[src/core/osbpc_pkg.sv]
// Constants and types for the OBD serial bridge pin control block
`default_nettype none
package osbpc_pkg;
  // Clock and crystal reference
  localparam int         CLK_HZ    = 125_000_000;
  localparam int         XTAL_HZ   = 4_000_000;
  localparam logic [7:0] XTAL_STEP = 8'(XTAL_HZ / 1_000_000);
  localparam logic [7:0] XTAL_MOD  = 8'(CLK_HZ / 1_000_000);
  // External reset filter, longer than 2 us in crystal ticks
  localparam int         EXT_RST_NS    = 2000;
  localparam logic [3:0] EXT_RST_TICKS = 4'(EXT_RST_NS * (XTAL_HZ / 1_000_000) / 1000 + 1);
  // Internal power-on reset stretch in clock cycles
  localparam logic [4:0] POR_CYC = 5'h10;
  // Serial rates and bit dividers
  localparam int          BAUD_FAST = 38400;
  localparam int          BAUD_SLOW = 9600;
  localparam logic [15:0] DIV_FAST  = 16'(CLK_HZ / BAUD_FAST);
  localparam logic [15:0] DIV_SLOW  = 16'(CLK_HZ / BAUD_SLOW);
  // Incomplete line timeout
  localparam int TIMEOUT_S  = 20;
  localparam int MS_PER_S   = 1000;
  localparam int MS_CYC     = CLK_HZ / MS_PER_S;
  localparam int TIMEOUT_MS = TIMEOUT_S * MS_PER_S;
  // Characters
  localparam logic [7:0] CH_CR    = 8'h0D;
  localparam logic [7:0] CH_LF    = 8'h0A;
  localparam logic [7:0] CH_QM    = 8'h3F;
  localparam logic [2:0] LAST_BIT = 3'h7;
  // Register byte offsets
  localparam logic [7:0] A_CTRL = 8'h00;
  localparam logic [7:0] A_CMD  = 8'h04;
  localparam logic [7:0] A_TXD  = 8'h08;
  localparam logic [7:0] A_RXD  = 8'h0C;
  localparam logic [7:0] A_STAT = 8'h10;
  localparam logic [7:0] A_RATE = 8'h14;
  // Control register fields and reset value
  localparam int C_VPW = 0, C_POS = 1, C_NEG = 2, C_KD = 3, C_LD = 4, C_CAN = 5;
  localparam logic [5:0] CTRL_RST = 6'h20;
  // Command register pulse fields and receive data valid bit
  localparam int K_MON = 0, K_MOFF = 1, K_LON = 2, K_LOFF = 3, K_EOL = 4, K_DONE = 5;
  localparam int RX_VALID = 8;
  // Synchroniser lanes
  localparam int N_SYNC = 11;
  localparam int S_MEM = 0, S_RATE = 1, S_LE = 2, S_POFF = 3, S_XRST = 4, S_RTS = 5;
  localparam int S_SRX = 6, S_VPW = 7, S_ISO = 8, S_PWM = 9, S_CAN = 10;
  // Serial engine states
  typedef enum logic [1:0] {
    SER_IDLE  = 2'b00,
    SER_START = 2'b01,
    SER_DATA  = 2'b10,
    SER_STOP  = 2'b11
  } osbpc_ser_e;
endpackage : osbpc_pkg
`default_nettype wire

[src/core/osbpc_top.sv]
// Pin control of the OBD serial bridge with a Wishbone register port
`timescale 1ns/1ps
`default_nettype none
module osbpc_top #(
  parameter int          MS_CYC     = osbpc_pkg::MS_CYC,
  parameter int          TIMEOUT_MS = osbpc_pkg::TIMEOUT_MS,
  parameter logic [15:0] DIV_SLOW   = osbpc_pkg::DIV_SLOW
) (
  // Clock and reset
  input  wire logic        clk_in,
  input  wire logic        srst_in,
  // Wishbone slave
  input  wire logic        wb_cyc_in,
  input  wire logic        wb_stb_in,
  input  wire logic        wb_we_in,
  input  wire logic [7:0]  wb_adr_in,
  input  wire logic [3:0]  wb_sel_in,
  input  wire logic [31:0] wb_dat_in,
  output logic             wb_ack_out,
  output logic [31:0]      wb_dat_out,
  // Reset pin and straps
  input  wire logic        external_reset_n_in,
  input  wire logic        memory_strap_in,
  input  wire logic        rate_strap_in,
  input  wire logic        line_end_strap_in,
  input  wire logic        params_off_strap_in,
  // Host serial side
  input  wire logic        rts_n_in,
  input  wire logic        serial_receive_in,
  output logic             serial_transmit_out,
  output logic             busy_out,
  // Vehicle bus side
  input  wire logic        variable_pulse_receive_in,
  input  wire logic        iso_receive_n_in,
  input  wire logic        pwm_receive_n_in,
  input  wire logic        can_receive_in,
  output logic             bus_supply_select_out,
  output logic             positive_line_drive_out,
  output logic             negative_line_drive_out,
  output logic             k_line_drive_out,
  output logic             l_line_drive_out,
  output logic             can_transmit_out,
  // Activity indicators, active low
  output logic             serial_receive_indicator_n_out,
  output logic             serial_transmit_indicator_n_out,
  output logic             vehicle_receive_indicator_n_out,
  output logic             vehicle_transmit_indicator_n_out
);

  // Register address match
  function automatic logic osbpc_hit(input logic [7:0] adr, input logic [7:0] off);
    osbpc_hit = (adr == off);
  endfunction : osbpc_hit

  // Input synchronisers
  logic [osbpc_pkg::N_SYNC-1:0] raw;
  logic [osbpc_pkg::N_SYNC-1:0] sync1_q;
  logic [osbpc_pkg::N_SYNC-1:0] sync2_q;

  assign raw = {can_receive_in, pwm_receive_n_in, iso_receive_n_in,
                variable_pulse_receive_in, serial_receive_in, rts_n_in,
                external_reset_n_in, params_off_strap_in, line_end_strap_in,
                rate_strap_in, memory_strap_in};

  // Two flops per input lane
  for (genvar gi = 0; gi < osbpc_pkg::N_SYNC; gi++) begin : g_sync
    always_ff @(posedge clk_in) begin
      sync1_q[gi] <= raw[gi];
      sync2_q[gi] <= sync1_q[gi];
    end
  end

  // Named synchronised levels
  logic rts_n;
  logic srx;
  logic vpw_act;
  logic iso_act;
  logic pwm_act;

  assign rts_n   = sync2_q[osbpc_pkg::S_RTS];
  assign srx     = sync2_q[osbpc_pkg::S_SRX];
  assign vpw_act = sync2_q[osbpc_pkg::S_VPW];
  assign iso_act = !sync2_q[osbpc_pkg::S_ISO];
  assign pwm_act = !sync2_q[osbpc_pkg::S_PWM];

  // Crystal rate tick from fractional accumulator
  logic [7:0] xacc_q;
  logic       xtick_q;

  always_ff @(posedge clk_in) begin
    if (srst_in) begin
      xacc_q  <= '0;
      xtick_q <= 1'b0;
    end else if (xacc_q + osbpc_pkg::XTAL_STEP >= osbpc_pkg::XTAL_MOD) begin
      xacc_q  <= xacc_q + osbpc_pkg::XTAL_STEP - osbpc_pkg::XTAL_MOD;
      xtick_q <= 1'b1;
    end else begin
      xacc_q  <= xacc_q + osbpc_pkg::XTAL_STEP;
      xtick_q <= 1'b0;
    end
  end

  // External reset low-time filter
  logic [3:0] xrst_cnt_q;
  logic       xrst_hit;

  assign xrst_hit = (xrst_cnt_q == osbpc_pkg::EXT_RST_TICKS);

  always_ff @(posedge clk_in) begin
    if (srst_in || sync2_q[osbpc_pkg::S_XRST]) begin
      xrst_cnt_q <= '0;
    end else if (xtick_q && !xrst_hit) begin
      xrst_cnt_q <= xrst_cnt_q + 4'h1;
    end
  end

  // Power-on stretch and combined internal reset
  logic [4:0] por_q;
  logic       rst_q;
  logic       rst_d1_q;
  logic       release_p;

  always_ff @(posedge clk_in) begin
    if (srst_in) begin
      por_q <= '0;
    end else if (por_q != osbpc_pkg::POR_CYC) begin
      por_q <= por_q + 5'h01;
    end
  end

  always_ff @(posedge clk_in) begin
    rst_q    <= srst_in || (por_q != osbpc_pkg::POR_CYC) || xrst_hit;
    rst_d1_q <= rst_q;
  end

  assign release_p = rst_d1_q && !rst_q;

  // Wishbone decode
  logic        ack_q;
  logic        acc;
  logic        wr;
  logic        rd_rxd;
  logic [7:0]  wdat;
  logic [6:0]  cmd;

  assign acc    = wb_cyc_in && wb_stb_in && !ack_q;
  assign wr     = acc && wb_we_in && wb_sel_in[0];
  assign rd_rxd = acc && !wb_we_in && osbpc_hit(wb_adr_in, osbpc_pkg::A_RXD);
  assign wdat   = wb_dat_in[7:0];
  assign cmd    = (wr && osbpc_hit(wb_adr_in, osbpc_pkg::A_CMD)) ? wdat[6:0] : '0;

  // Straps latched once at reset release
  logic fast_q;
  logic pdis_q;

  always_ff @(posedge clk_in) begin
    if (rst_q) begin
      fast_q <= 1'b0;
      pdis_q <= 1'b0;
    end else if (release_p) begin
      fast_q <= sync2_q[osbpc_pkg::S_RATE];
      pdis_q <= !sync2_q[osbpc_pkg::S_POFF];
    end
  end

  // Memory option: strap default, commands override
  logic mem_en_q;

  always_ff @(posedge clk_in) begin
    if (rst_q) begin
      mem_en_q <= 1'b0;
    end else if (release_p) begin
      mem_en_q <= sync2_q[osbpc_pkg::S_MEM];
    end else if (cmd[osbpc_pkg::K_MON]) begin
      mem_en_q <= 1'b1;
    end else if (cmd[osbpc_pkg::K_MOFF]) begin
      mem_en_q <= 1'b0;
    end
  end

  // Line-end mode: strap default, commands override
  logic lf_en_q;

  always_ff @(posedge clk_in) begin
    if (rst_q) begin
      lf_en_q <= 1'b0;
    end else if (release_p) begin
      lf_en_q <= sync2_q[osbpc_pkg::S_LE];
    end else if (cmd[osbpc_pkg::K_LON]) begin
      lf_en_q <= 1'b1;
    end else if (cmd[osbpc_pkg::K_LOFF]) begin
      lf_en_q <= 1'b0;
    end
  end

  // Programmed rate divisor and selected bit period
  logic [15:0] rate_q;
  logic [15:0] div_q;

  always_ff @(posedge clk_in) begin
    if (rst_q) begin
      rate_q <= osbpc_pkg::DIV_FAST;
    end else if (acc && wb_we_in && osbpc_hit(wb_adr_in, osbpc_pkg::A_RATE)) begin
      if (wb_sel_in[0]) rate_q[7:0]  <= wb_dat_in[7:0];
      if (wb_sel_in[1]) rate_q[15:8] <= wb_dat_in[15:8];
    end
  end

  always_ff @(posedge clk_in) begin
    if (!fast_q) begin
      div_q <= DIV_SLOW;
    end else if (pdis_q) begin
      div_q <= osbpc_pkg::DIV_FAST;
    end else begin
      div_q <= rate_q;
    end
  end

  // Vehicle drive control; RTS low clears the positive, negative, K and L drive bits, not supply select or CAN
  logic [5:0] ctrl_q;

  always_ff @(posedge clk_in) begin
    if (rst_q) begin
      ctrl_q <= osbpc_pkg::CTRL_RST;
    end else begin
      if (wr && osbpc_hit(wb_adr_in, osbpc_pkg::A_CTRL)) ctrl_q <= wdat[5:0];
      if (!rts_n) ctrl_q[osbpc_pkg::C_LD:osbpc_pkg::C_POS] <= '0;
    end
  end

  // Receiver
  osbpc_pkg::osbpc_ser_e rx_st_q;
  logic [15:0] rcnt_q;
  logic [2:0]  rbit_q;
  logic [7:0]  rsh_q;
  logic        rdone_q;

  always_ff @(posedge clk_in) begin
    if (rst_q) begin
      rx_st_q <= osbpc_pkg::SER_IDLE;
      rcnt_q  <= '0;
      rbit_q  <= '0;
      rsh_q   <= '0;
      rdone_q <= 1'b0;
    end else begin
      rdone_q <= 1'b0;
      if (rcnt_q != '0) rcnt_q <= rcnt_q - 16'h0001;
      case (rx_st_q)
        osbpc_pkg::SER_IDLE: begin
          if (!srx) begin
            rx_st_q <= osbpc_pkg::SER_START;
            rcnt_q  <= {1'b0, div_q[15:1]};
          end
        end
        osbpc_pkg::SER_START: begin
          if (rcnt_q == '0) begin
            rx_st_q <= srx ? osbpc_pkg::SER_IDLE : osbpc_pkg::SER_DATA;
            rcnt_q  <= div_q - 16'h0001;
            rbit_q  <= '0;
          end
        end
        osbpc_pkg::SER_DATA: begin
          if (rcnt_q == '0) begin
            rsh_q  <= {srx, rsh_q[7:1]};
            rbit_q <= rbit_q + 3'h1;
            rcnt_q <= div_q - 16'h0001;
            if (rbit_q == osbpc_pkg::LAST_BIT) rx_st_q <= osbpc_pkg::SER_STOP;
          end
        end
        osbpc_pkg::SER_STOP: begin
          if (rcnt_q == '0) begin
            rdone_q <= srx;
            rx_st_q <= osbpc_pkg::SER_IDLE;
          end
        end
        default: rx_st_q <= osbpc_pkg::SER_IDLE;
      endcase
    end
  end

  // Received character holding register; a new character wins over a read
  logic [7:0] rxd_q;
  logic       rxv_q;

  always_ff @(posedge clk_in) begin
    if (rst_q) begin
      rxd_q <= '0;
      rxv_q <= 1'b0;
    end else if (rdone_q) begin
      rxd_q <= rsh_q;
      rxv_q <= 1'b1;
    end else if (rd_rxd) begin
      rxv_q <= 1'b0;
    end
  end

  // Line tracking and idle timeout
  logic        linep_q;
  logic [16:0] mscnt_q;
  logic [14:0] tocnt_q;
  logic        ms_tick;
  logic        to_hit;
  logic        got_cr;

  assign got_cr  = rdone_q && (rsh_q == osbpc_pkg::CH_CR);
  assign ms_tick = (mscnt_q == 17'(MS_CYC - 1));
  // A character landing on the last tick keeps the line alive
  assign to_hit  = linep_q && ms_tick && !rdone_q && (tocnt_q == 15'(TIMEOUT_MS - 1));

  always_ff @(posedge clk_in) begin
    if (rst_q || rdone_q || !linep_q || ms_tick) begin
      mscnt_q <= '0;
    end else begin
      mscnt_q <= mscnt_q + 17'h0_0001;
    end
  end

  always_ff @(posedge clk_in) begin
    if (rst_q || rdone_q || !linep_q) begin
      tocnt_q <= '0;
    end else if (ms_tick) begin
      tocnt_q <= tocnt_q + 15'h0001;
    end
  end

  always_ff @(posedge clk_in) begin
    if (rst_q || got_cr || to_hit || !rts_n) begin
      linep_q <= 1'b0;
    end else if (rdone_q) begin
      linep_q <= 1'b1;
    end
  end

  // Busy: set by completed line, cleared by done command or RTS
  logic busy_q;

  always_ff @(posedge clk_in) begin
    if (rst_q) begin
      busy_q <= 1'b0;
    end else if (got_cr) begin
      busy_q <= 1'b1;
    end else if (cmd[osbpc_pkg::K_DONE] || !rts_n) begin
      busy_q <= 1'b0;
    end
  end

  // Transmit pending sources
  osbpc_pkg::osbpc_ser_e tx_st_q;
  logic [7:0] txd_q;
  logic       txp_q;
  logic       qmp_q;
  logic       crp_q;
  logic       lfp_q;
  logic       take;
  logic       take_qm;
  logic       take_sw;
  logic       take_cr;
  logic       take_lf;

  assign take    = (tx_st_q == osbpc_pkg::SER_IDLE);
  assign take_qm = take && qmp_q;
  assign take_sw = take && !qmp_q && txp_q;
  assign take_cr = take && !qmp_q && !txp_q && crp_q;
  assign take_lf = take && !qmp_q && !txp_q && !crp_q && lfp_q;

  // Software byte
  always_ff @(posedge clk_in) begin
    if (rst_q) begin
      txd_q <= '0;
      txp_q <= 1'b0;
    end else if (take_sw) begin
      txp_q <= 1'b0;
    end else if (wr && !txp_q && osbpc_hit(wb_adr_in, osbpc_pkg::A_TXD)) begin
      txd_q <= wdat;
      txp_q <= 1'b1;
    end
  end

  // Timeout reply and line end sequence
  always_ff @(posedge clk_in) begin
    if (rst_q) begin
      qmp_q <= 1'b0;
      crp_q <= 1'b0;
      lfp_q <= 1'b0;
    end else begin
      if (to_hit) qmp_q <= 1'b1;
      else if (take_qm) qmp_q <= 1'b0;
      if (cmd[osbpc_pkg::K_EOL]) begin
        crp_q <= 1'b1;
        lfp_q <= lf_en_q;
      end else begin
        if (take_cr) crp_q <= 1'b0;
        if (take_lf) lfp_q <= 1'b0;
      end
    end
  end

  // Transmitter
  logic [15:0] tcnt_q;
  logic [2:0]  tbit_q;
  logic [7:0]  tsh_q;
  logic        ttick;

  assign ttick = (tcnt_q == '0);

  always_ff @(posedge clk_in) begin
    if (rst_q) begin
      tx_st_q <= osbpc_pkg::SER_IDLE;
      tcnt_q  <= '0;
      tbit_q  <= '0;
      tsh_q   <= '0;
    end else begin
      tcnt_q <= ttick ? div_q - 16'h0001 : tcnt_q - 16'h0001;
      case (tx_st_q)
        osbpc_pkg::SER_IDLE: begin
          tcnt_q <= div_q - 16'h0001;
          tbit_q <= '0;
          if (take_qm) tsh_q <= osbpc_pkg::CH_QM;
          else if (take_sw) tsh_q <= txd_q;
          else if (take_cr) tsh_q <= osbpc_pkg::CH_CR;
          else if (take_lf) tsh_q <= osbpc_pkg::CH_LF;
          if (qmp_q || txp_q || crp_q || lfp_q) tx_st_q <= osbpc_pkg::SER_START;
        end
        osbpc_pkg::SER_START: begin
          if (ttick) tx_st_q <= osbpc_pkg::SER_DATA;
        end
        osbpc_pkg::SER_DATA: begin
          if (ttick) begin
            tsh_q  <= {1'b0, tsh_q[7:1]};
            tbit_q <= tbit_q + 3'h1;
            if (tbit_q == osbpc_pkg::LAST_BIT) tx_st_q <= osbpc_pkg::SER_STOP;
          end
        end
        osbpc_pkg::SER_STOP: begin
          if (ttick) tx_st_q <= osbpc_pkg::SER_IDLE;
        end
        default: tx_st_q <= osbpc_pkg::SER_IDLE;
      endcase
    end
  end

  // Serial line level and busy pin
  always_ff @(posedge clk_in) begin
    if (rst_q) begin
      serial_transmit_out <= 1'b1;
      busy_out            <= 1'b0;
    end else begin
      serial_transmit_out <= (tx_st_q == osbpc_pkg::SER_START) ? 1'b0 :
                             (tx_st_q == osbpc_pkg::SER_DATA) ? tsh_q[0] : 1'b1;
      busy_out            <= busy_q;
    end
  end

  // Vehicle bus pins
  always_ff @(posedge clk_in) begin
    if (rst_q) begin
      bus_supply_select_out   <= 1'b0;
      positive_line_drive_out <= 1'b0;
      negative_line_drive_out <= 1'b0;
      k_line_drive_out        <= 1'b0;
      l_line_drive_out        <= 1'b0;
      can_transmit_out        <= 1'b1;
    end else begin
      bus_supply_select_out   <= ctrl_q[osbpc_pkg::C_VPW];
      positive_line_drive_out <= ctrl_q[osbpc_pkg::C_POS];
      negative_line_drive_out <= ctrl_q[osbpc_pkg::C_NEG] && !ctrl_q[osbpc_pkg::C_VPW];
      k_line_drive_out        <= ctrl_q[osbpc_pkg::C_KD];
      l_line_drive_out        <= ctrl_q[osbpc_pkg::C_LD];
      can_transmit_out        <= ctrl_q[osbpc_pkg::C_CAN];
    end
  end

  // Activity indicators, low while active
  always_ff @(posedge clk_in) begin
    if (rst_q) begin
      serial_receive_indicator_n_out   <= 1'b1;
      serial_transmit_indicator_n_out  <= 1'b1;
      vehicle_receive_indicator_n_out  <= 1'b1;
      vehicle_transmit_indicator_n_out <= 1'b1;
    end else begin
      serial_receive_indicator_n_out   <= (rx_st_q == osbpc_pkg::SER_IDLE);
      serial_transmit_indicator_n_out  <= (tx_st_q == osbpc_pkg::SER_IDLE);
      vehicle_receive_indicator_n_out  <= !(vpw_act || iso_act || pwm_act ||
                                            !sync2_q[osbpc_pkg::S_CAN]);
      vehicle_transmit_indicator_n_out <= !((|ctrl_q[osbpc_pkg::C_LD:osbpc_pkg::C_POS]) ||
                                            !ctrl_q[osbpc_pkg::C_CAN]);
    end
  end

  // Status word
  logic [31:0] stat;

  assign stat = {20'h0_0000, !sync2_q[osbpc_pkg::S_CAN], pwm_act, iso_act, vpw_act,
                 !take, linep_q, !rts_n, busy_q, pdis_q, fast_q, lf_en_q, mem_en_q};

  // Bus answer one cycle after the strobe; unmapped reads give zero
  always_ff @(posedge clk_in) begin
    if (srst_in) begin
      ack_q      <= 1'b0;
      wb_dat_out <= '0;
    end else begin
      ack_q <= acc;
      if (acc && !wb_we_in) begin
        case (wb_adr_in)
          osbpc_pkg::A_CTRL: wb_dat_out <= {26'h000_0000, ctrl_q};
          osbpc_pkg::A_RXD:  wb_dat_out <= {23'h00_0000, rxv_q, rxd_q};
          osbpc_pkg::A_STAT: wb_dat_out <= stat;
          osbpc_pkg::A_RATE: wb_dat_out <= {16'h0000, rate_q};
          default:           wb_dat_out <= '0;
        endcase
      end
    end
  end

  assign wb_ack_out = ack_q;

endmodule : osbpc_top
`default_nettype wire

[config.mk]
export PLATFORM = sky130hd
export DESIGN_NAME = osbpc_top
export DESIGN_NICKNAME = d
export VERILOG_FILES = /design/src/core/osbpc_pkg.sv /design/src/core/osbpc_top.sv
export SDC_FILE = /design/constraint.sdc
export NUM_CORES = 1
export LEC_CHECK = 0
export ABC_AREA = 0
export BUFFER_PORTS_ARGS = -buffer_cell sky130_fd_sc_hd__buf_2
export CORE_UTILIZATION = 40
export DETAILED_ROUTE_END_ITERATION = 10
export PLACE_DENSITY = 0.7
export REMOVE_ABC_BUFFERS = 1
export SYNTH_ARGS = -nofsm -noshare
export SYNTH_HDL_FRONTEND = slang
export SYNTH_SLANG_ARGS = --single-unit
[constraint.sdc]
create_clock -name clk_in -period 3.9 [get_ports clk_in]
set_input_delay 0.78 -clock clk_in [delete_from_list [all_inputs] [get_ports clk_in]]
set_output_delay 0.78 -clock clk_in [all_outputs]
set_load 0.05 [all_outputs]
==> impl_metrics.toml <==
[die]
start_util_pct = 41.2
ios = 105
die_h_um = 161
floorplan.die_area_um2 = 26000
die_width_um = 161
core.rowCount = 57
core-area_um2 = 24600

[synth]
average_footprint_of_a_synthesized_cell_um2 = 9.13
ys_warn_count = 0
number_of_unique_standard_cell_types_used_by_synthesis = 79
post_synth_inst_count = 1111
synth_top_family_by_area = "simple AND/OR/NAND/NOR gates"
synth_async_sr_flop_share_pct = 0
synth_largest_area_cell = "dfxtp_1"
synth.area.mux_share_pct = 4.25
synth.top_cell.area_share_pct = 44.8
synth_area_um2 = 10100
simple_logic_cell_fraction_of_the_synthesized_area_pct = 22.6
synthFlopType = "dfxtp_1"
ys_seq_area_share_pct = 44.8
synth.ff_latch_count = 227
post_synth_xor_area_fraction_pct = 6.82
synthAdderAreaFrac_pct = 3.45
area_fraction_in_compound_gates_after_synthesis_pct = 13.0
yosys-top-cells-area = "dfxtp_1 (45%), nor2_1 (5.8%), mux2i_1 (4.1%)"
synth-edff-count = 0

[clock_network]
cts_made_buffers = 24
tritoncts = "yes"
cts_num_sinks = 227
clockBufferDepth = 3
clock_insertion_delay_at_the_later_pin_of_the_skew_report_ns = 0.52
cts.repair.resized = 0
post_cts_hold_fix_bufs = 0
clockRootBuffer = "clkbuf_16"
h_tree_levels = 1
clkTransAtPathRegs_ns = 0.07
cts.repair_timing.setup_buffer_count = 0

[placement]
placedInstanceArea_um2 = 10600
io_buffer_count = 70
post-dp-hpwl_mm = 16.3
gp_congestion = 0.852
place_ws_ns = 0.868
place.detailed.instances = 1457

[power]
combinationalPowerShare_pct = 2.4
pwr-share-clk_pct = 49.8
total_switching_power_mw = 1.06
p_int_mw = 3.85
peakVddDrop_mv = 0.389
total_leakage_power_nw = 4.30
report.power.total_mw = 4.91
cellPowerDensity_nw_per_um2 = 427
share_seq_of_total_power_pct = 47.8
netSwitchingFraction_pct = 21.6

[setup_path]
critPathLaunch = "rcnt_q[0]$_SDFF_PP0_"
worst-setup-path-type = "flop to flop"
worst_r2r_path_depth = 8
end_kind = "flop"
critical_path_arrival_ns = 3.19
critPathRequiredTime_ns = 4.31
r2r_start = "rcnt_q[0]$_SDFF_PP0_"
timing.critical_path.from_type = "flop"
ff2ff_setup_slack_ns = 1.13
r2r-end = "rcnt_q[10]$_SDFF_PP0_"
critPathMaxFanout = 12

[cells_and_area]
leading_cell_types_in_the_layout_fill_and_taps_excluded = "dfxtp_1 (226), nor2_1 (155), nand2_1 (83)"
finish.cell_count_without_fillers = 1503
final_cell_area_um2 = 11500
drive_above_1_share_pct = 14.4
final.fill_count = 2319
layout.nets = 1247
layout.cells.most_common = "dfxtp_1"
final_util_pct = 46.7
synthToLayoutAreaGrowth_pct = 13.2

[timing]
worst_slack_ns = 1.13
timing.final.crit_share_pct = 71.1
clock.fmax_mhz = 361
final-setup-viol-count = 0
worst_pin_slew_ns = 1.01
grt_setup_unrepaired = "no"
hold_viol = 0
worst_hold_slack_ns = 0.327
fin_skew_ns = 0.0146
max-slew-margin-rel_pct = 31.7
finalSetupTns_ns = 0
final_period_demand_of_the_worst_path_ns = 2.77
report.final.slew_viol_count = 0

[global_route]
grt_most_used_layer = "met2"
grt_start_max_net_pins = 66
grt_first_pass_wirelength_mm = 37.9
grtUsageMet1_pct = 22.6
global_route.usage.met2_pct = 29.7
grt_util_met3_pct = 2.80
globalRoute.totalOverflow = 0
antenna_violations_before_repair = 2
grt_pass1_vias = 7632
track_usage_pct = 17.6

[detailed_routing]
routed_via_density = 5.30
avgRoutedWirePerCell_um = 15.3
drt_iter0_drc = 551
route.vias.total = 7964
firstDrtPassIters = 6
detail-route-antenna-nets = 0
finalWirelength_mm = 22.9
post_detailed_route_drc_marker_count = 0

[outcome]
run_status = "finished clean"

[min_path]
hold_path.startpoint = "sync1_q[4]$_DFF_P_"
worst_hold_path.endpoint = "sync2_q[4]$_DFF_P_"
hold_path_class = "flop to flop"
timing.hold.worst_path_depth = 0

[flow_run]
cap_violations = 0
[worst max-delay path by stage]
stage	cells after the start	slack (ns)	endpoint
floorplan	4	0.56	mscnt_q[10]$_SDFF_PP0_
global placement	6	0.88	rate_q[5]$_SDFFE_PP1P_
detailed placement	6	0.87	rate_q[4]$_SDFFE_PP1P_
CTS	8	1.20	rcnt_q[10]$_SDFF_PP0_
global route	8	0.93	rsh_q[1]$_SDFFE_PP0P_
finish	8	1.13	rcnt_q[10]$_SDFF_PP0_
[cells in the mapped netlist (5+ instances only)]
master    instances
nand2b_1         10
nand2_1          83
nand3b_1          7
a22oi_1          15
or2_2             9
mux2i_1          42
o21a_1            5
a211oi_2          6
a21oi_1          52
and2_1           12
inv_1            34
a222oi_1          7
nand3_1          41
buf_2            11
a32oi_1           6
buf_6             6
nand4_1          13
xnor2_1          35
a211oi_1         19
o21ai_0          26
nor3_1           27
xor2_1           44
ha_1             28
buf_4            18
nor2_1          156
clkbuf_1         33
and3_1           15
o22ai_1           6
nor2b_1          20
nor4_1            8
dfxtp_1         227
[logic make-up (layout without fill, tap and decap cells)]
| family | count (synthesis) | in the layout |
|---|---|---|
| AO/OA/AOI/OAI | 185 | 185 |
| XOR/XNOR | 79 | 79 |
| adder cells (fa/ha/maj) | 28 | 28 |
| buffers and inverters | 104 | 155 |
| flip-flops | 227 | 227 |
| multiplexers | 43 | 43 |
| other | 1 | 18 |
| AND/OR/NAND/NOR | 444 | 444 |
[power groups by stage]
stage	registers [mW]	clock network (mW)	logic, mW
floorplan	2.40	0	0.0690
global placement	2.40	0	0.117
detailed placement	2.40	0	0.118
CTS	2.35	2.49	0.119
global route	2.35	2.60	0.128
finish	2.35	2.44	0.119
[per-layer routing]
metal	vias to the layer above	part of all wire (%)
li1	3954	-
met1	3744	45
met2	215	47
met3	49	4.8
met4	2	2.8
met5	-	0.057
[cell type report]
cell class                      count  area [µm²]  area share [%]
Antenna cell                        2        5.00          0.0436
Clock buffer                       28         657            5.72
Clock inverter                     16         204            1.78
Inverter                           35         131            1.14
Multi-Input combinational cell    795        5140            44.8
Sequential cell                   227        4550            39.6
Tap cell                          324         405            3.53
Timing Repair Buffer               76         395            3.44
[sequential cells by signal (all words and copies together) (netlist names), 11 cells and up, named ones only]
signal,flops
div_q,16
tcnt_q,16
tocnt_q,15
rcnt_q,16
mscnt_q,17
sync1_q,11
wb_dat_out,16
rate_q,16
[worst max-delay path, cell delays in order, from the launching register on]
cell and delay (ns):
dfxtp_1 0.33, inv_1 0.09, ha_1 0.23, nor2b_1 0.25, and4_1 0.39, nand2_1 0.37, a31oi_2 0.63, nor2_1 0.11
a221o_1 0.27
(Power assumes the default switching activity.)
